<file path="src/rtl/evcnt_pkg.sv">
// event counter package: register map, field layout, selector encodings
// assumes one 100 MHz clock and an AHB-Lite slave with word-aligned access
package evcnt_pkg;
  localparam int CLK_HZ = 100_000_000;
  localparam int TICK_US = 1;
  localparam int TICK_CYCLES = (CLK_HZ / 1_000_000) * TICK_US;
  localparam int COUNT_W = 32;

  localparam logic [7:0] ADDR_CTRL = 8'h00;
  localparam logic [7:0] ADDR_SELECT = 8'h04;
  localparam logic [7:0] ADDR_TERMINAL = 8'h08;
  localparam logic [7:0] ADDR_VALUE = 8'h0C;
  localparam logic [7:0] ADDR_STATE = 8'h10;
  localparam logic [7:0] ADDR_IRQ_STATUS = 8'h14;
  localparam logic [7:0] ADDR_IRQ_MASK = 8'h18;

  localparam int CTRL_ENABLE_BIT = 0;
  localparam int SEL_BEGIN_LSB = 0;
  localparam int SEL_BEGIN_EDGE_LSB = 8;
  localparam int SEL_INC_LSB = 16;
  localparam int SEL_INC_EDGE_LSB = 24;
  localparam int SRC_W = 4;
  localparam int EDGE_W = 2;

  localparam logic [31:0] TERMINAL_RESET = 32'h0000_0001;
  localparam logic [31:0] SELECT_RESET = 32'h0000_0000;

  localparam int IRQ_DONE_BIT = 0;
  localparam int IRQ_OVERFLOW_BIT = 1;
  localparam int IRQ_W = 2;

  // source encodings of the begin selector; the increment selector uses all but count done
  localparam logic [3:0] SRC_OFF = 4'h0;
  localparam logic [3:0] SRC_ACQ_BEGIN = 4'h1;
  localparam logic [3:0] SRC_ACQ_FINISH = 4'h2;
  localparam logic [3:0] SRC_EXPOSE_BEGIN = 4'h3;
  localparam logic [3:0] SRC_EXPOSE_FINISH = 4'h4;
  localparam logic [3:0] SRC_FRAME_BEGIN = 4'h5;
  localparam logic [3:0] SRC_ACCEPTED_TRIG = 4'h6;
  localparam logic [3:0] SRC_REJECTED_TRIG = 4'h7;
  localparam logic [3:0] SRC_PIN_A = 4'h8;
  localparam logic [3:0] SRC_PIN_B = 4'h9;
  localparam logic [3:0] SRC_PIN_C = 4'hA;
  localparam logic [3:0] SRC_TICK = 4'hB;
  localparam logic [3:0] SRC_TIMER_DONE = 4'hC;
  localparam logic [3:0] SRC_COUNT_DONE = 4'hD;

  localparam logic [1:0] EDGE_UP = 2'h0;
  localparam logic [1:0] EDGE_DOWN = 2'h1;
  localparam logic [1:0] EDGE_EITHER = 2'h2;

  typedef enum logic [2:0] {
    ST_IDLE,
    ST_WAIT_BEGIN,
    ST_COUNTING,
    ST_COMPLETED,
    ST_OVERFLOW
  } counter_state_e;
endpackage

</file>
<file path="src/rtl/pin_edge_detect.sv">
// synchronises external input pins and produces edge pulses per pin
// assumes pins are asynchronous to clk
module pin_edge_detect #(
  parameter int PINS = 3
) (
  input wire logic clk,
  input wire logic rst_n,
  input wire logic [PINS-1:0] pin,
  output logic [PINS-1:0] rise,
  output logic [PINS-1:0] fall
);
  logic [PINS-1:0] sync_a;
  logic [PINS-1:0] sync_b;
  logic [PINS-1:0] last;

  genvar i;
  generate
    for (i = 0; i < PINS; i++) begin : g_pin
      always_ff @(posedge clk or negedge rst_n) begin
        if (!rst_n) begin
          sync_a[i] <= 1'b0;
          sync_b[i] <= 1'b0;
          last[i] <= 1'b0;
        end else begin
          sync_a[i] <= pin[i];
          sync_b[i] <= sync_a[i];
          last[i] <= sync_b[i];
        end
      end
      // one pulse per transition, read only past the second stage
      assign rise[i] = sync_b[i] & ~last[i];
      assign fall[i] = ~sync_b[i] & last[i];
    end
  endgenerate
endmodule

</file>
<file path="src/rtl/us_tick_gen.sv">
// divides the reference clock into a one-cycle microsecond enable
// assumes the clock rate in the package
module us_tick_gen #(
  parameter int DIV = evcnt_pkg::TICK_CYCLES
) (
  input wire logic clk,
  input wire logic rst_n,
  output logic tick
);
  logic [15:0] cnt;

  always_ff @(posedge clk or negedge rst_n) begin
    if (!rst_n) begin
      cnt <= 16'h0000;
      tick <= 1'b0;
    end else if (cnt == 16'(DIV - 1)) begin
      cnt <= 16'h0000;
      tick <= 1'b1;
    end else begin
      cnt <= cnt + 16'h0001;
      tick <= 1'b0;
    end
  end
endmodule

</file>
<file path="src/rtl/event_counter.sv">
// general purpose event counter with selectable begin and increment sources
// assumes camera event inputs are one-cycle pulses on REF_CLK and the
// input pins are asynchronous; registers sit on an AHB-Lite slave port
//
// Contract
// - with begin source timer done, counting begins on timer_done_event.
// - with begin source count done, counting begins on count_done_event.
// - the begin edge qualifier only matters for input pin begin sources.
// - pin begin sources fire on up, down or either transition as chosen.
// - only the chosen increment source counts; off means no increments.
// - internal camera events add one per occurrence when chosen.
// - a chosen input pin counts transitions matching the edge qualifier.
// - the microsecond tick source adds one per microsecond.
// - the timer done source adds one per timer_done_event.
// - the increment qualifier picks up, down or either transitions.
// - the increment qualifier is ignored for non-pin sources.
// - a started counter counts up from zero to the terminal count.
// - counter_state reports idle, wait, counting, completed or overflow.
// - count_done_event is raised when the terminal count is reached.
// - the counter runs only while enabled; configure it while disabled.
module event_counter #(
  parameter int W = evcnt_pkg::COUNT_W
) (
  input wire logic REF_CLK,
  input wire logic ARST_N,
  input wire logic HSEL,
  input wire logic [31:0] HADDR,
  input wire logic [1:0] HTRANS,
  input wire logic HWRITE,
  input wire logic [2:0] HSIZE,
  input wire logic [31:0] HWDATA,
  input wire logic HREADY,
  output logic [31:0] HRDATA,
  output logic HREADYOUT,
  output logic HRESP,
  input wire logic ACQ_BEGIN_EVENT,
  input wire logic ACQ_FINISH_EVENT,
  input wire logic EXPOSE_BEGIN_EVENT,
  input wire logic EXPOSE_FINISH_EVENT,
  input wire logic FRAME_BEGIN_EVENT,
  input wire logic ACCEPTED_FRAME_TRIG,
  input wire logic REJECTED_TRIG_EVENT,
  input wire logic TIMER_DONE_EVENT,
  input wire logic INPUT_PIN_A,
  input wire logic INPUT_PIN_B,
  input wire logic INPUT_PIN_C,
  output logic COUNT_DONE_EVENT,
  output logic [W-1:0] COUNT_VALUE,
  output logic IRQ
);
  logic rst_meta;
  logic rst_n;

  always_ff @(posedge REF_CLK or negedge ARST_N) begin
    if (!ARST_N) begin
      rst_meta <= 1'b0;
      rst_n <= 1'b0;
    end else begin
      rst_meta <= 1'b1;
      rst_n <= rst_meta;
    end
  end

  logic [2:0] pin_rise;
  logic [2:0] pin_fall;
  logic tick;

  pin_edge_detect #(.PINS(3)) u_pins (
    .clk(REF_CLK),
    .rst_n(rst_n),
    .pin({INPUT_PIN_C, INPUT_PIN_B, INPUT_PIN_A}),
    .rise(pin_rise),
    .fall(pin_fall)
  );

  us_tick_gen u_tick (
    .clk(REF_CLK),
    .rst_n(rst_n),
    .tick(tick)
  );

  // configuration registers, interrupt status and mask, counter state and count
  logic counter_enable_setting;
  logic [3:0] count_begin_select;
  logic [1:0] begin_edge_qualifier;
  logic [3:0] increment_source_select;
  logic [1:0] increment_edge_qualifier;
  logic [W-1:0] terminal_count_setting;
  logic [evcnt_pkg::IRQ_W-1:0] irq_status;
  logic [evcnt_pkg::IRQ_W-1:0] irq_mask;
  evcnt_pkg::counter_state_e counter_state;
  logic [W-1:0] count;

  // AHB-Lite address phase capture
  logic ph_valid;
  logic ph_write;
  logic [7:0] ph_addr;
  logic take;

  assign take = HSEL & HREADY & HTRANS[1];
  assign HREADYOUT = 1'b1;
  assign HRESP = 1'b0;

  always_ff @(posedge REF_CLK or negedge rst_n) begin
    if (!rst_n) begin
      ph_valid <= 1'b0;
      ph_write <= 1'b0;
      ph_addr <= 8'h00;
    end else if (HREADY) begin
      ph_valid <= take;
      ph_write <= HWRITE;
      ph_addr <= HADDR[7:0];
    end
  end

  logic wr;
  logic rd_status;
  assign wr = ph_valid & ph_write;
  assign rd_status = take & ~HWRITE &
    (HADDR[7:0] == evcnt_pkg::ADDR_IRQ_STATUS);

  // config writes are accepted any time, but software should only change
  // sources and terminal count while disabled
  always_ff @(posedge REF_CLK or negedge rst_n) begin
    if (!rst_n) begin
      counter_enable_setting <= 1'b0;
      count_begin_select <= evcnt_pkg::SELECT_RESET[3:0];
      begin_edge_qualifier <= evcnt_pkg::EDGE_UP;
      increment_source_select <= evcnt_pkg::SELECT_RESET[3:0];
      increment_edge_qualifier <= evcnt_pkg::EDGE_UP;
      terminal_count_setting <= W'(evcnt_pkg::TERMINAL_RESET);
      irq_mask <= '0;
    end else if (wr) begin
      case (ph_addr)
        evcnt_pkg::ADDR_CTRL: begin
          counter_enable_setting <= HWDATA[evcnt_pkg::CTRL_ENABLE_BIT];
        end
        evcnt_pkg::ADDR_SELECT: begin
          count_begin_select <=
            HWDATA[evcnt_pkg::SEL_BEGIN_LSB +: evcnt_pkg::SRC_W];
          begin_edge_qualifier <=
            HWDATA[evcnt_pkg::SEL_BEGIN_EDGE_LSB +: evcnt_pkg::EDGE_W];
          increment_source_select <=
            HWDATA[evcnt_pkg::SEL_INC_LSB +: evcnt_pkg::SRC_W];
          increment_edge_qualifier <=
            HWDATA[evcnt_pkg::SEL_INC_EDGE_LSB +: evcnt_pkg::EDGE_W];
        end
        evcnt_pkg::ADDR_TERMINAL: begin
          terminal_count_setting <= HWDATA[W-1:0];
        end
        evcnt_pkg::ADDR_IRQ_MASK: begin
          irq_mask <= HWDATA[evcnt_pkg::IRQ_W-1:0];
        end
        default: begin
        end
      endcase
    end
  end

  // shared source decode; edge qualifier applies to pins only
  function automatic logic src_pulse(
    input logic [3:0] sel,
    input logic [1:0] edge_q,
    input logic [7:0] evt,
    input logic [2:0] rise,
    input logic [2:0] fall,
    input logic tk,
    input logic own_done
  );
    logic [2:0] pin_hit;
    logic hit;
    pin_hit = 3'h0;
    hit = 1'b0;
    case (edge_q)
      evcnt_pkg::EDGE_UP: pin_hit = rise;
      evcnt_pkg::EDGE_DOWN: pin_hit = fall;
      evcnt_pkg::EDGE_EITHER: pin_hit = rise | fall;
      default: pin_hit = 3'h0;
    endcase
    case (sel)
      evcnt_pkg::SRC_ACQ_BEGIN: hit = evt[0];
      evcnt_pkg::SRC_ACQ_FINISH: hit = evt[1];
      evcnt_pkg::SRC_EXPOSE_BEGIN: hit = evt[2];
      evcnt_pkg::SRC_EXPOSE_FINISH: hit = evt[3];
      evcnt_pkg::SRC_FRAME_BEGIN: hit = evt[4];
      evcnt_pkg::SRC_ACCEPTED_TRIG: hit = evt[5];
      evcnt_pkg::SRC_REJECTED_TRIG: hit = evt[6];
      evcnt_pkg::SRC_PIN_A: hit = pin_hit[0];
      evcnt_pkg::SRC_PIN_B: hit = pin_hit[1];
      evcnt_pkg::SRC_PIN_C: hit = pin_hit[2];
      evcnt_pkg::SRC_TICK: hit = tk;
      evcnt_pkg::SRC_TIMER_DONE: hit = evt[7];
      evcnt_pkg::SRC_COUNT_DONE: hit = own_done;
      default: hit = 1'b0;
    endcase
    return hit;
  endfunction

  logic [7:0] cam_evt;
  assign cam_evt = {TIMER_DONE_EVENT, REJECTED_TRIG_EVENT,
    ACCEPTED_FRAME_TRIG, FRAME_BEGIN_EVENT, EXPOSE_FINISH_EVENT,
    EXPOSE_BEGIN_EVENT, ACQ_FINISH_EVENT, ACQ_BEGIN_EVENT};

  logic begin_hit;
  logic inc_hit;

  // begin pulse, qualifier used only for pin sources
  assign begin_hit = src_pulse(count_begin_select, begin_edge_qualifier,
    cam_evt, pin_rise, pin_fall, tick, COUNT_DONE_EVENT);
  // own-done is not an increment choice, so it is masked out by passing 0
  assign inc_hit = (increment_source_select != evcnt_pkg::SRC_COUNT_DONE) &
    src_pulse(increment_source_select, increment_edge_qualifier, cam_evt,
    pin_rise, pin_fall, tick, 1'b0);

  logic at_terminal;
  logic at_max;
  assign at_terminal = (W'(count + W'(1)) >= terminal_count_setting);
  assign at_max = (count == {W{1'b1}});

  // counter state machine
  always_ff @(posedge REF_CLK or negedge rst_n) begin
    if (!rst_n) begin
      counter_state <= evcnt_pkg::ST_IDLE;
      count <= '0;
      COUNT_DONE_EVENT <= 1'b0;
    end else begin
      COUNT_DONE_EVENT <= 1'b0;
      if (!counter_enable_setting ||
          count_begin_select == evcnt_pkg::SRC_OFF) begin
        counter_state <= evcnt_pkg::ST_IDLE;
      end else begin
        case (counter_state)
          evcnt_pkg::ST_IDLE: begin
            counter_state <= evcnt_pkg::ST_WAIT_BEGIN;
          end
          evcnt_pkg::ST_WAIT_BEGIN, evcnt_pkg::ST_COMPLETED,
          evcnt_pkg::ST_OVERFLOW: begin
            if (begin_hit) begin
              count <= '0;
              counter_state <= evcnt_pkg::ST_COUNTING;
            end
          end
          evcnt_pkg::ST_COUNTING: begin
            if (inc_hit) begin
              if (at_max) begin
                counter_state <= evcnt_pkg::ST_OVERFLOW;
              end else begin
                count <= count + W'(1);
                if (at_terminal) begin
                  counter_state <= evcnt_pkg::ST_COMPLETED;
                  COUNT_DONE_EVENT <= 1'b1;
                end
              end
            end
          end
          default: counter_state <= evcnt_pkg::ST_IDLE;
        endcase
      end
    end
  end

  assign COUNT_VALUE = count;

  // sticky interrupt bits; a set in the clearing read cycle wins
  logic overflow_evt;
  assign overflow_evt = (counter_state == evcnt_pkg::ST_COUNTING) &
    inc_hit & at_max & counter_enable_setting;

  always_ff @(posedge REF_CLK or negedge rst_n) begin
    if (!rst_n) begin
      irq_status <= '0;
    end else begin
      for (int i = 0; i < evcnt_pkg::IRQ_W; i++) begin
        if (rd_status) begin
          irq_status[i] <= 1'b0;
        end
      end
      if (COUNT_DONE_EVENT) begin
        irq_status[evcnt_pkg::IRQ_DONE_BIT] <= 1'b1;
      end
      if (overflow_evt) begin
        irq_status[evcnt_pkg::IRQ_OVERFLOW_BIT] <= 1'b1;
      end
    end
  end

  assign IRQ = |(irq_status & irq_mask);

  // read data is registered in the address phase
  always_ff @(posedge REF_CLK or negedge rst_n) begin
    if (!rst_n) begin
      HRDATA <= 32'h0000_0000;
    end else if (take & ~HWRITE) begin
      case (HADDR[7:0])
        evcnt_pkg::ADDR_CTRL: HRDATA <= {31'h0, counter_enable_setting};
        evcnt_pkg::ADDR_SELECT: HRDATA <= {6'h0, increment_edge_qualifier,
          4'h0, increment_source_select, 6'h0, begin_edge_qualifier, 4'h0,
          count_begin_select};
        evcnt_pkg::ADDR_TERMINAL: HRDATA <= 32'(terminal_count_setting);
        evcnt_pkg::ADDR_VALUE: HRDATA <= 32'(count);
        evcnt_pkg::ADDR_STATE: HRDATA <= {29'h0, counter_state};
        evcnt_pkg::ADDR_IRQ_STATUS: HRDATA <= 32'(irq_status);
        evcnt_pkg::ADDR_IRQ_MASK: HRDATA <= 32'(irq_mask);
        default: HRDATA <= 32'h0000_0000;
      endcase
    end
  end
endmodule

</file>
<file path="config.mk">
export PLATFORM = sky130hd
export DESIGN_NAME = event_counter
export DESIGN_NICKNAME = d
export VERILOG_FILES = /design/src/rtl/evcnt_pkg.sv /design/src/rtl/pin_edge_detect.sv /design/src/rtl/us_tick_gen.sv /design/src/rtl/event_counter.sv
export SDC_FILE = /design/constraint.sdc
export NUM_CORES = 1
export LEC_CHECK = 0
export BUFFER_PORTS_ARGS = -buffer_cell sky130_fd_sc_hd__buf_2
export CORE_MARGIN = 2
export CORE_UTILIZATION = 52
export DETAILED_ROUTE_END_ITERATION = 10
export PLACE_DENSITY = 0.75
export SLEW_MARGIN = 15
export SYNTH_ARGS = -nofsm -noshare
export SYNTH_HDL_FRONTEND = slang
export SYNTH_HIERARCHICAL = 1
export SYNTH_SLANG_ARGS = --single-unit
export TNS_END_PERCENT = 30
</file>
<file path="constraint.sdc">
create_clock -name REF_CLK -period 5.9 [get_ports REF_CLK]
set_input_delay 0.295 -clock REF_CLK [delete_from_list [all_inputs] [get_ports REF_CLK]]
set_output_delay 0.295 -clock REF_CLK [all_outputs]
set_load 0.005 [all_outputs]
</file>
# Yosys cells after proc, flatten, opt, wreduce, memory -nomap -nowiden
# Index checks and enable logic that the tools add are counted.
# classes
n_addsub	2
n_lt_le_gt_ge	1
n_eq_ne	51
mux	25
bitwise_logic	25
reduce_logical	19
# ops
op	count
$pmux W32 S7	1
$mux W32	3
$pmux W32 S2	1
$eq A4 B4 Y1 const B	11
$add A32 B1 Y32 const B	1
$eq A32 B32 Y1 const B	1
$eq A4 B3 Y1 const B	8
$eq A8 B5 Y1 const B	4
$ge A32 B32 Y1	1
$pmux W3 S3	3
$eq A8 B4 Y1 const B	3
$add A16 B1 Y16 const B	1
$eq A16 B7 Y1 const B	1
$eq A4 B2 Y1 const B	4
$eq A8 B3 Y1 const B	2
$logic_not A8 Y1	2
$mux W16	1
$and A1 B1 Y1	15
$mux W3	5
$pmux W1 S13	1
$pmux W1 S12	1
$mux W1	9
$eq A4 B1 Y1 const B	2
$ne A4 B4 Y1 const B	2
21 further kinds	40
# totals
regBits	155
inputBits	85
output_inout_bits	68
wordCells	152

# Longest topological paths before layout
# Gate-level depths: netlist (run 1).
# depth
depth_word	10
ltp_mapped	14
depth_no_buf	14

# Modules after synthesis
# Netlist (run 1), hierarchy kept.
# modules_own_cells
module	instances	cells_per_inst	area_each_um2	seq_area_each_um2
event_counter	1	754	7195.7	3229.3
us_tick_gen	1	66	742.0	425.4
pin_edge_detect	1	15	262.8	225.2

# Worst setup path before layout (run 1)
# No wires, ideal clock.
# synth_path
kind	register to register
start	reg count[2] (netlist: COUNT_VALUE[2])
end	reg counter_state[0]
setup_time_ps	154
t_arrival_ps	2767
t_required_ps	5746
setup_slack_ps	2979
path_stages_with_launch	14
path_buffers	0
period_less_slack_ps	2921
cell_sequence	dfrtp_1 nand3_1 nor4_2 nand2_1 inv_1 nand3_1 xnor2_1 ha_1 a21o_1 a21o_1 a211oi_1 o21ai_0 a31oi_1 o32ai_1
# synth_via
elab_chain_cells	5
word_cells_on_any_way	9
classes_between	add/sub: 1; order compare: 1; eq/ne: 2; mux: 4; reduce/logical: 1
# synth_lines
item	line_no	text
start: declaration	event_counter.sv:92	logic [W-1:0] count;
start signal: assignment	event_counter.sv:248	count <= count + W'(1);
parallel branches: the longest is 5 deep, another holds $add A32 B1 Y32	--	
end signal: assignment	event_counter.sv:230	counter_state <= evcnt_pkg::ST_IDLE;
end signal: assignment	event_counter.sv:234	counter_state <= evcnt_pkg::ST_WAIT_BEGIN;
end signal: assignment	event_counter.sv:246	counter_state <= evcnt_pkg::ST_OVERFLOW;
end: declaration	event_counter.sv:91	evcnt_pkg::counter_state_e counter_state;
# Several ways; the timed one is not identified. The select of a mux whose other input is x is not followed.
# A chain may end at the register's enable or synchronous reset.

# Worst setup path after layout (run 1)
# Same ends and word-level chain as after synthesis.

==> results of run 1 <==
## flip-flops by register name, summed over array words and instances, names as in the netlist, 2 cells and up
signal	cells
irq_mask	2
counter_state	3
u_pins/last	3
begin_edge_qualifier	2
u_pins/sync_b	3
ph_addr	8
increment_edge_qualifier	2
increment_source_select	4
count_begin_select	4
u_tick/cnt	16
HRDATA	32
COUNT_VALUE	32
u_pins/sync_a	3
irq_status	2
terminal_count_setting	32
## worst max-delay path, delay by kind of cell, from the launching register on
family	cells	cell delay, ns
AOI/OAI and AO/OA	5	1.09
and+or+nand+nor	5	1.52
adders and majority gates	1	0.27
xor gates and xnor gates	1	0.21
DFF	1	0.49
## power groups by stage
| stage | clock network, W | logic [W] | registers [W] |
|---|---|---|---|
| 4_1_cts | 0.00108 | 0.000130 | 0.00113 |
| 3_5_place_dp | 0 | 0.000127 | 0.00115 |
| 6_report | 0.00107 | 0.000140 | 0.00112 |
| 2_1_floorplan | 0 | 0.0000820 | 0.00114 |
| 3_3_place_gp | 0 | 0.000124 | 0.00115 |
| 5_1_grt | 0.00113 | 0.000157 | 0.00113 |
## routing by layer
metal / part of all wire [%] / routed length, um
met4: 1.8 / 359
met3: 5.9 / 1178
met1: 46 / 9205
met5: 0 / 0
met2: 46 / 9321
## cell usage after synthesis, drive strengths merged, types with 13 or more instances
cell and n:
nand2 119, nand3 28, xnor2 24, dfrtp 154
inv 45, clkbuf 32, a21o 20, mux2 36
a22oi 30, nor3 13, nor2b 13, a21oi 28
a22o 19, o21ai 73, nand4 16, nor2 27
ha 34
## layout by cell type, fill, tap and decap left out, types with 6 or more instances in the layout
cell / Yosys / layout
a21o_1: 20 / 20
a21oi_1: 28 / 28
a22o_1: 19 / 19
a22oi_1: 30 / 30
buf_2: 6 / 122
buf_4: 4 / 6
clkbuf_16: 0 / 17
dfrtp_1: 154 / 153
ha_1: 34 / 34
inv_1: 45 / 45
mux2_2: 36 / 36
mux2i_1: 10 / 10
nand2_1: 119 / 119
nand2b_1: 11 / 11
nand3_1: 28 / 28
nand3b_1: 8 / 8
nand4_1: 15 / 15
nor2_1: 26 / 26
nor2b_1: 13 / 12
nor3_1: 10 / 10
o21ai_0: 73 / 73
o31ai_1: 11 / 11
or3_1: 8 / 8
xnor2_1: 24 / 24
xor2_1: 7 / 7
## path summary, 6_finish.rpt
kind / start / cells after the start / to
worst max-delay path: COUNT_VALUE[2] / 12 / counter_state[0]
worst min-delay path: HWDATA[7] / 3 / terminal_count_setting[7]
worst max register to register: COUNT_VALUE[2] / 12 / counter_state[0]
worst min register to register: rst_n / 0 / u_pins/sync_a[1]
max in group asynchronous: rst_n / 1 / ph_addr[0]
min in group asynchronous: ARST_N / 2 / rst_meta
## cell type report
| class | count | area, um2 |
|---|---|---|
| clock inverter | 8 | 92.59 |
| clock buffer | 23 | 478.0 |
| sequential | 155 | 3884 |
| tap | 211 | 264.0 |
| fill | 1301 | 5734 |
| inverter | 46 | 172.7 |
| multi-input combinational | 592 | 3966 |
| timing repair buffer | 133 | 723.2 |
## logic make-up after synthesis
| logic type | count (synthesis) |
|---|---|
| buf+inv | 89 |
| xor+xnor | 31 |
| other cells | 2 |
| mux | 49 |
| simple gates | 268 |
| compound gates | 207 |
| fa+ha+maj | 34 |
| flops | 155 |
## stage by stage
step	util (%)	total power, W	std cells	worst slack (ns)
2_1_floorplan	-	0.001222	836	1.263
5_1_grt	62.56	0.002413	1168	1.734
4_1_cts	62.38	0.002342	1167	2.196
6_report	62.56	0.002329	1168	2.150
3_3_place_gp	58.39	0.001271	1132	2.327
3_5_place_dp	58.39	0.001275	1132	2.187
## what timing repair did
| item | 4_1_cts | 5_1_grt |
|---|---|---|
| endpoints found under the setup margin | 0 | 0 |
| hold buffers | 4 | 0 |
| endpoints found under the hold margin | 5 | 0 |
==> run summary, run 1 <==
Die area -> 16790 um2
Share of the synthesized area in the top cell type -> 46.99%
Synth Area in Simple Gates -> 16.14%
Clock Skews -> 0.01030 ns
Clock Sink Count -> 155
Number of global-route vias before repair -> 6504
Total number of vias -> 6702
Synth Register Bits -> 155
CP Launch Type -> flip-flop
Final Max Slew Viols -> 0
RSZ-0062 raised after global routing -> false
Synth Area in Adders -> 5.188%
Logic pwr share -> 6.0%
Worst Setup End Kind -> flip-flop
# rows -> 45
Post-CTS setup buffers -> 0
R2R setup slack -> 2.15 ns
CP Data Arrival Time -> 4.03 ns
H-Tree Depth -> 4
Largest family of logic cells by synthesized area -> compound AO/OA/AOI/OAI gates
Required time of the critical path -> 6.18 ns
First-pass GRT wire length -> 32.49 mm
Post-synth cell types -> 61
Syn. warnings -> 6
Post-place instance area -> 8942 um2
XOR/XNOR share of the synthesized area -> 3.311%
I/O Pins -> 153
Psw -> 0.0005250 W
Clk pwr share -> 45.8%
Int Power -> 0.001804 W
Slowest CP cell -> nor4_2
Largest stage delay, worst path -> 0.58 ns
# nets final -> 1064
Initial antenna violation count -> 1
Reg power frac -> 48.2%
Post-DR vias/cell -> 5.738
HPWL after detailed placement -> 13.81 mm
Synthesized area -> 8200 um2
FFs w/ async S/R, synth -> 100.0%
CTS tree -> done
TritonRoute pass-1 iters -> 4
N_diodes -> 0
Initial DRC Count -> 543
Final hold slack -> 0.05614 ns
CTS-repair resized insts -> 0
Pin count of the biggest net entering global routing -> 88
Max VDD drop -> 0.0002235 V
CORE AREA -> 15310 um2
Peak fanout along the critical path -> 8
DRC viols -> 0
Die Y -> 129.6 um
Setup total negative slack -> 0 ns
Switching Share -> 22.55%
Share of post-route cells with drive strength above 1 -> 22.15%
Met1 usage -> 34.78%
Clock Latency Late Sink -> 0.44 ns
WL final -> 20.06 mm
Worst-path cell chain -> nand3_1 -> nor4_2 -> nand2_1 -> nor3_1 -> xor2_1 -> ha_1 -> a21oi_1 -> o21ai_0 -> a211oi_1 -> nand4_1 -> a31oi_1 -> o32ai_1
Post-synthesis mux area share -> 6.988%
Register area share after synthesis -> 47.31%
Final setup viols -> 0
Slew @ Worst Pin -> 1.032 ns
GRT busiest layer -> met2
Number of CTS-inserted buffers -> 17
RD Place Congestion -> 0.8524
Fin area -> 9580 um2
Maxcap violations -> 0
Fmax -> 266.7 MHz
Final hold violations -> 0
Met2 Use GR -> 37.79%
Hold Crit Class -> input port to flip-flop
Clock transition at path regs -> 0.06 ns
Avg Cell Area, Syn -> 9.821 um2
GRT Residual Overflow -> 0
ANT nets after route -> 0
Status -> finished, final reports clean
Initial Util -> 53.55%
PortBufs -> 122
Period minus WS final -> 3.750 ns
Wire per inst -> 17.18 um
Pwr dens -> 243.1 nW/um2
Die width -> 129.6 um
Area grow syn2layout -> 16.83%
Post-synth top area cell -> dfrtp_1
Prevailing post-synth register cell -> dfrtp_1
Worst Path Class, Setup -> flip-flop to flip-flop
Root buffer cell -> clkbuf_16
Fin crit share -> 63.56%
Slew headroom -> 30.29%
Largest cells by area after synthesis -> dfrtp_1 47%, nand2_1 5.4%, ha_1 5.2%
Met3 usage in global routing -> 6.028%
P_leak -> 4.750 nW
Synthesized instance count -> 835
Synth Area in Compound Gates -> 16.51%
Maximum clock path buffer count -> 2
Tot GR Track Use -> 24.83%
Number of synthesized flops with an enable pin -> 0
No activity file was read; power rests on OpenSTA's default activity.
==> inputs of run 2 (changes only) <==
clock period = 3.95 ns   (was 5.9 ns; I/O delays follow)
==> run 2 against run 1 <==
  * Setup slack got worse by 1.6 ns
  * First-iteration DRC count down 11%
  * Die area unchanged
  * Final cell count is 1.7% higher
  * Non-clock buffer count rose by 22
  * Register-to-register slack got worse by 1.6 ns
  * Worst hold slack worse by 0.046 ns
  * Critical path depth unchanged
  * Flip-flop and latch count is the same
  * Critical endpoint unchanged
==> run summary, run 2 (same netlist as run 1, synthesis figures left out) <==
Critical Path End -> counter_state[0] (unchanged)
Root buffer cell -> clkbuf_16 (unchanged)
Period minus WS final -> 3.420 ns (was 3.750 ns)
Most frequent cells in the layout -> 153 x dfrtp_1, 122 x buf_2, 119 x nand2_1, 73 x o21ai_0, 45 x inv_1 (unchanged)
I/O Pins -> 153 (unchanged)
Placed cell count -> 1136 (was 1132)
Commonest non-fill, non-tap cell in the layout -> dfrtp_1 (unchanged)
Status -> finished, final reports clean (unchanged)
FF-to-FF path depth -> 12 (unchanged)
Fin crit share -> 86.59% (was 63.56%)
Initial DRC Count -> 481 (was 543)
Die area -> 16790 um2 (unchanged)
Worst-path cell chain -> nand3_1 -> nor4_4 -> nand2_1 -> nor3_1 -> xor2_1 -> ha_1 -> a21oi_1 -> o21ai_0 -> a211oi_1 -> o21ai_0 -> a31oi_1 -> o32ai_1 (was nand3_1 -> nor4_2 -> nand2_1 -> nor3_1 -> xor2_1 -> ha_1 -> a21oi_1 -> o21ai_0 -> a211oi_1 -> nand4_1 -> a31oi_1 -> o32ai_1)
Maximum clock path buffer count -> 2 (unchanged)
Pwr dens -> 357.5 nW/um2 (was 243.1 nW/um2)
Worst Setup End Kind -> flip-flop (unchanged)
Tot GR Track Use -> 25.00% (was 24.83%)
Final hold violations -> 0 (unchanged)
CORE AREA -> 15310 um2 (unchanged)
Largest stage delay, worst path -> 0.47 ns (was 0.58 ns)
Pin count of the biggest net entering global routing -> 67 (was 88)
Hold Crit Class -> input port to flip-flop (unchanged)
Number of CTS-inserted buffers -> 17 (unchanged)
Slew headroom -> 33.39% (was 30.29%)
Die width -> 129.6 um (unchanged)
Initial Util -> 53.55% (unchanged)
Wire per inst -> 17.11 um (was 17.18 um)
Worst Path Class, Setup -> flip-flop to flip-flop (unchanged)
WL final -> 20.33 mm (was 20.06 mm)
Slew @ Worst Pin -> 0.9970 ns (was 1.032 ns)
Post-DR vias/cell -> 5.779 (was 5.738)
Die Y -> 129.6 um (unchanged)
Placement Setup Slack -> 0.3745 ns (was 2.187 ns)
Final hold slack -> 0.01046 ns (was 0.05614 ns)
Peak fanout along the critical path -> 8 (unchanged)
RSZ-0062 raised after global routing -> false (unchanged)
# rows -> 45 (unchanged)
Clock Skews -> 0.008398 ns (was 0.01030 ns)
CTS tree -> done (unchanged)
FF-to-FF Start -> COUNT_VALUE[2] (unchanged)
Pwr Total -> 0.003502 W (was 0.002329 W)
Post-CTS setup buffers -> 0 (unchanged)
Clock Sink Count -> 155 (unchanged)
PortBufs -> 122 (unchanged)
Final Max Slew Viols -> 0 (unchanged)
GRT Residual Overflow -> 0 (unchanged)
Fin cells -> 1188 (was 1168)
Fillcell total -> 1301 (unchanged)
H-Tree Depth -> 4 (unchanged)
Share of post-route cells with drive strength above 1 -> 21.80% (was 22.15%)
Clock transition at path regs -> 0.06 ns (about the same)
Crit path from -> COUNT_VALUE[2] (unchanged)
R2R setup slack -> 0.53 ns (was 2.15 ns)
FF-to-FF End -> counter_state[0] (unchanged)
Fmax -> 292.4 MHz (was 266.7 MHz)
Area grow syn2layout -> 19.45% (was 16.83%)
HPWL after detailed placement -> 14.18 mm (was 13.81 mm)
Worst Slack Setup Final -> 0.5297 ns (was 2.150 ns)
First-pass GRT wire length -> 32.70 mm (was 32.49 mm)
N_diodes -> 0 (unchanged)
Max VDD drop -> 0.0003000 V (was 0.0002235 V)
Slowest CP cell -> dfrtp_1 (was nor4_2)
Maxcap violations -> 0 (unchanged)
Clock Latency Late Sink -> 0.43 ns (was 0.44 ns)
TritonRoute pass-1 iters -> 5 (was 4)
Most numerous cell on the critical path -> o21ai_0
Setup total negative slack -> 0 ns (unchanged)
Required time of the critical path -> 4.25 ns (was 6.18 ns)
Final setup viols -> 0 (unchanged)
Initial antenna violation count -> 0 (was 1)
CP Data Arrival Time -> 3.72 ns (was 4.03 ns)
DRC viols -> 0 (unchanged)
CP Launch Type -> flip-flop (unchanged)
P_leak -> 4.854 nW (was 4.750 nW)
# nets final -> 1086 (was 1064)
ANT nets after route -> 0 (unchanged)
Number of global-route vias before repair -> 6461 (was 6504)
Total number of vias -> 6866 (was 6702)
RD Place Congestion -> 0.8903 (was 0.8524)
[run 2: routing by layer]
metal | global-route usage, % | share of wire (%)
met2 | 40.22 | 47
met1 | 34.50 | 45
met5 | 0 | 0
met4 | 7.527 | 1.6
met3 | 4.996 | 6.2
[run 2: critical path: cells and delay by family, from the launching register on]
kind	cells	cell delay, ns
flip-flops	1	0.47
XOR/XNOR	1	0.22
AND/OR/NAND/NOR	4	1.20
AO/OA/AOI/OAI	6	1.10
adder cells (fa/ha/maj)	1	0.28
[run 2: timing repair]
| item | CTS | global route |
|---|---|---|
| endpoints found under the setup margin | 0 | 1 |
| hold buffers | 23 | 0 |
| endpoints found under the hold margin | 24 | 0 |
| gates resized for setup | 0 | 1 |
[run 2: worst min path at each step]
| stage | cells after the start | to | from | slack (ns) |
|---|---|---|---|---|
| finish | 3 | terminal_count_setting[24] | HWDATA[24] | 0.01 |
| global route | 3 | terminal_count_setting[24] | HWDATA[24] | 0.01 |
| CTS | 3 | terminal_count_setting[16] | HWDATA[16] | 0.008 |
| detailed placement | 1 | rst_meta | ARST_N | -0.02 |
| global placement | 1 | rst_meta | ARST_N | -0.02 |
| floorplan | 0 | rst_meta | ARST_N | -0.1 |
[run 2: power by group]
part | leakage, nW | internal, W | switching, W
combinational | 2.66 | 0.000104 | 0.000113
clock | 0.279 | 0.000996 | 0.000607
sequential | 1.92 | 0.00163 | 0.0000496
total | 4.85 | 0.00273 | 0.000770
[run 2: metrics by stage]
step | util, % | area [um2]
detailed placement | 58.67 | 8985
global route | 63.96 | 9796
global placement | 58.67 | 8985
floorplan | - | 8205
finish | 63.96 | 9796
CTS | 63.91 | 9787
[run 2: area by class of cell]
cell class / instances / area [um2] / share of cell area, %
clock inverter: 8 / 121.4 / 1.239
timing repair buffer: 155 / 928.4 / 9.478
sequential: 155 / 3884 / 39.65
inverter: 46 / 172.7 / 1.763
clock buffer: 21 / 450.4 / 4.598
multi-input combinational: 592 / 3975 / 40.58
tap: 211 / 264.0 / 2.695
==> inputs of run 3 (changes only) <==
REMOVE_ABC_BUFFERS = 1   (was unset)
==> run 3 against run 2 <==
  * Register-to-register slack is essentially flat
  * Clock skew grew 0.0017 ns
  * Final cell count rose by 0.67%
  * Clock power up 4%
  * Critical path depth increased by 1
  * Maximum frequency decreased by 0.25%
  * Wire length up 1.0%
  * Count of clock-buffer cells in the layout fell by 1
  * Largest power group unchanged
  * Highest routed layer unchanged
==> run summary, run 3 (same netlist as run 1, synthesis figures left out) <==
Status -> finished, final reports clean (unchanged)
RSZ-0062 raised after global routing -> false (unchanged)
Pwr Total -> 0.003565 W (was 0.003502 W)
H-Tree Depth -> 4 (unchanged)
Number of CTS-inserted buffers -> 17 (unchanged)
Commonest non-fill, non-tap cell in the layout -> dfrtp_1 (unchanged)
Fillcell total -> 1286 (was 1301)
GRT Residual Overflow -> 0 (unchanged)
DRC viols -> 0 (unchanged)
Sequential Area -> 3884 um2 (unchanged)
Wire per inst -> 17.17 um (was 17.11 um)
Placement Setup Slack -> 0.5812 ns (was 0.3745 ns)
PortBufs -> 122 (unchanged)
Fin cells -> 1196 (was 1188)
FF-to-FF Start -> COUNT_VALUE[2] (unchanged)
Clock Latency Late Sink -> 0.43 ns (about the same)
Final setup viols -> 0 (unchanged)
Placed cell count -> 1139 (was 1136)
Setup total negative slack -> 0 ns (unchanged)
Most frequent cells in the layout -> 153 x dfrtp_1, 122 x buf_2, 119 x nand2_1, 73 x o21ai_0, 45 x inv_1 (unchanged)
CTS tree -> done (unchanged)
Area grow syn2layout -> 20.23% (was 19.45%)
RD Place Congestion -> 0.8861 (was 0.8903)
Slew headroom -> 43.57% (was 33.39%)
Tot GR Track Use -> 25.65% (was 25.00%)
Post-CTS setup buffers -> 0 (unchanged)
FF-to-FF path depth -> 13 (was 12)
Hold Crit Class -> input port to flip-flop (unchanged)
Clock transition at path regs -> 0.06 ns (about the same)
Maximum clock path buffer count -> 2 (unchanged)
Area of the multi-input gates -> 3966 um2 (was 3975 um2)
Peak fanout along the critical path -> 8 (unchanged)
Met2 routed WL -> 9.840 mm (was 9.629 mm)
Initial antenna violation count -> 0 (unchanged)
Fin crit share -> 86.81% (was 86.59%)
Pwr dens -> 361.6 nW/um2 (was 357.5 nW/um2)
Initial DRC Count -> 508 (was 481)
WL final -> 20.54 mm (was 20.33 mm)
Root buffer cell -> clkbuf_16 (unchanged)
Hold depth -> 3 (unchanged)
Die area -> 16790 um2 (unchanged)
I/O Pins -> 153 (unchanged)
Die Y -> 129.6 um (unchanged)
First-pass GRT wire length -> 33.38 mm (was 32.70 mm)
Slowest CP cell -> dfrtp_1 (unchanged)
CP Data Arrival Time -> 3.71 ns (was 3.72 ns)
Max VDD drop -> 0.0003110 V (was 0.0003000 V)
Share of post-route cells with drive strength above 1 -> 22.44% (was 21.80%)
Final hold violations -> 0 (unchanged)
Worst Setup End Kind -> flip-flop (unchanged)
Worst hold start -> HWDATA[15] (was HWDATA[24])
Worst-path cell chain -> nand3_1 -> nor4_2 -> buf_4 -> nand2_1 -> nor3_1 -> xor2_1 -> ha_1 -> a21oi_1 -> o21ai_0 -> a211oi_1 -> nand4_1 -> a31oi_1 -> o32ai_1 (was nand3_1 -> nor4_4 -> nand2_1 -> nor3_1 -> xor2_1 -> ha_1 -> a21oi_1 -> o21ai_0 -> a211oi_1 -> o21ai_0 -> a31oi_1 -> o32ai_1)
HPWL after detailed placement -> 14.11 mm (was 14.18 mm)
Clock Sink Count -> 155 (unchanged)
Worst Path Class, Setup -> flip-flop to flip-flop (unchanged)
Maxcap violations -> 0 (unchanged)
N_diodes -> 0 (unchanged)
Slew @ Worst Pin -> 0.8439 ns (was 0.9970 ns)
Post-DR vias/cell -> 5.671 (was 5.779)
Total number of vias -> 6783 (was 6866)
R2R setup slack -> 0.52 ns (was 0.53 ns)
Pin count of the biggest net entering global routing -> 73 (was 67)
P_leak -> 4.883 nW (was 4.854 nW)
Met3 WL post-DR -> 1.190 mm (was 1.252 mm)
Initial Util -> 53.55% (unchanged)
M1 WL -> 9.282 mm (was 9.119 mm)
TritonRoute pass-1 iters -> 5 (unchanged)
Number of global-route vias before repair -> 6678 (was 6461)
ANT nets after route -> 0 (unchanged)
Worst Slack Setup Final -> 0.5211 ns (was 0.5297 ns)
# rows -> 45 (unchanged)
CORE AREA -> 15310 um2 (unchanged)
Largest stage delay, worst path -> 0.45 ns (was 0.47 ns)
Util after Layout -> 64.38% (was 63.96%)
Required time of the critical path -> 4.23 ns (was 4.25 ns)
CP Launch Type -> flip-flop (unchanged)
Worst Hold End -> terminal_count_setting[15] (was terminal_count_setting[24])
# nets final -> 1091 (was 1086)
FF-to-FF End -> counter_state[0] (unchanged)
Clock Skews -> 0.01013 ns (was 0.008398 ns)
Top layer reached by signal wires -> met4 (unchanged)
Period minus WS final -> 3.429 ns (was 3.420 ns)
Die width -> 129.6 um (unchanged)
Fmax -> 291.6 MHz (was 292.4 MHz)
Final Max Slew Viols -> 0 (unchanged)
## run 3: layout make-up
class / instances / area share [%]
tap: 211 / 2.678
sequential: 155 / 39.39
clock buffer: 20 / 4.632
clock inverter: 12 / 1.472
inverter: 46 / 1.751
multi-input combinational: 592 / 40.23
timing repair buffer: 160 / 9.848
## run 3: per-stage QoR
stage | hold slack (ns) | cell area, um2
floorplan | -0.09809 | 8011
global placement | -0.01585 | 9007
CTS | 0.004311 | 9859
finish | 0.009846 | 9859
global route | 0.003497 | 9859
detailed placement | -0.01592 | 9007
## run 3: critical path, delay by kind of cell (launching register included)
kind                     cells  cell delay, ns
AO/OA/AOI/OAI                5            1.10
AND/OR/NAND/NOR              5            1.07
flip-flops                   1            0.45
adder cells (fa/ha/maj)      1            0.27
XOR/XNOR                     1            0.21
buffers and inverters        1            0.19
## run 3: metal layers
layer / GRT usage [%] / up-vias
li1: - / 3246
met4: 7.464 / 0
met1: 35.30 / 3331
met5: 0 / -
met2: 41.18 / 185
met3: 5.615 / 21
## run 3: worst max path at each step
stage                    from               end  cells past startpoint  slack [ns]
2_1_floorplan           rst_n  COUNT_DONE_EVENT                      0       -0.69
3_3_place_gp   COUNT_VALUE[2]  counter_state[0]                     13        0.65
3_5_place_dp   COUNT_VALUE[2]  counter_state[0]                     13        0.58
4_1_cts        COUNT_VALUE[2]  counter_state[0]                     13        0.54
5_1_grt        COUNT_VALUE[2]  counter_state[0]                     13        0.16
6_report       COUNT_VALUE[2]  counter_state[0]                     13        0.52
## run 3: power by group
group	leakage [nW]	total (W)	internal (W)	switching [W]
combinational	2.67	0.000217	0.000106	0.000111
sequential	1.92	0.00168	0.00163	0.0000497
clock	0.300	0.00167	0.00102	0.000644
## run 3: timing repair
| action | 4_1_cts | 5_1_grt |
|---|---|---|
| resized for setup | 0 | 0 |
| endpoints found under the hold margin | 26 | 0 |
| hold buffers | 25 | 0 |
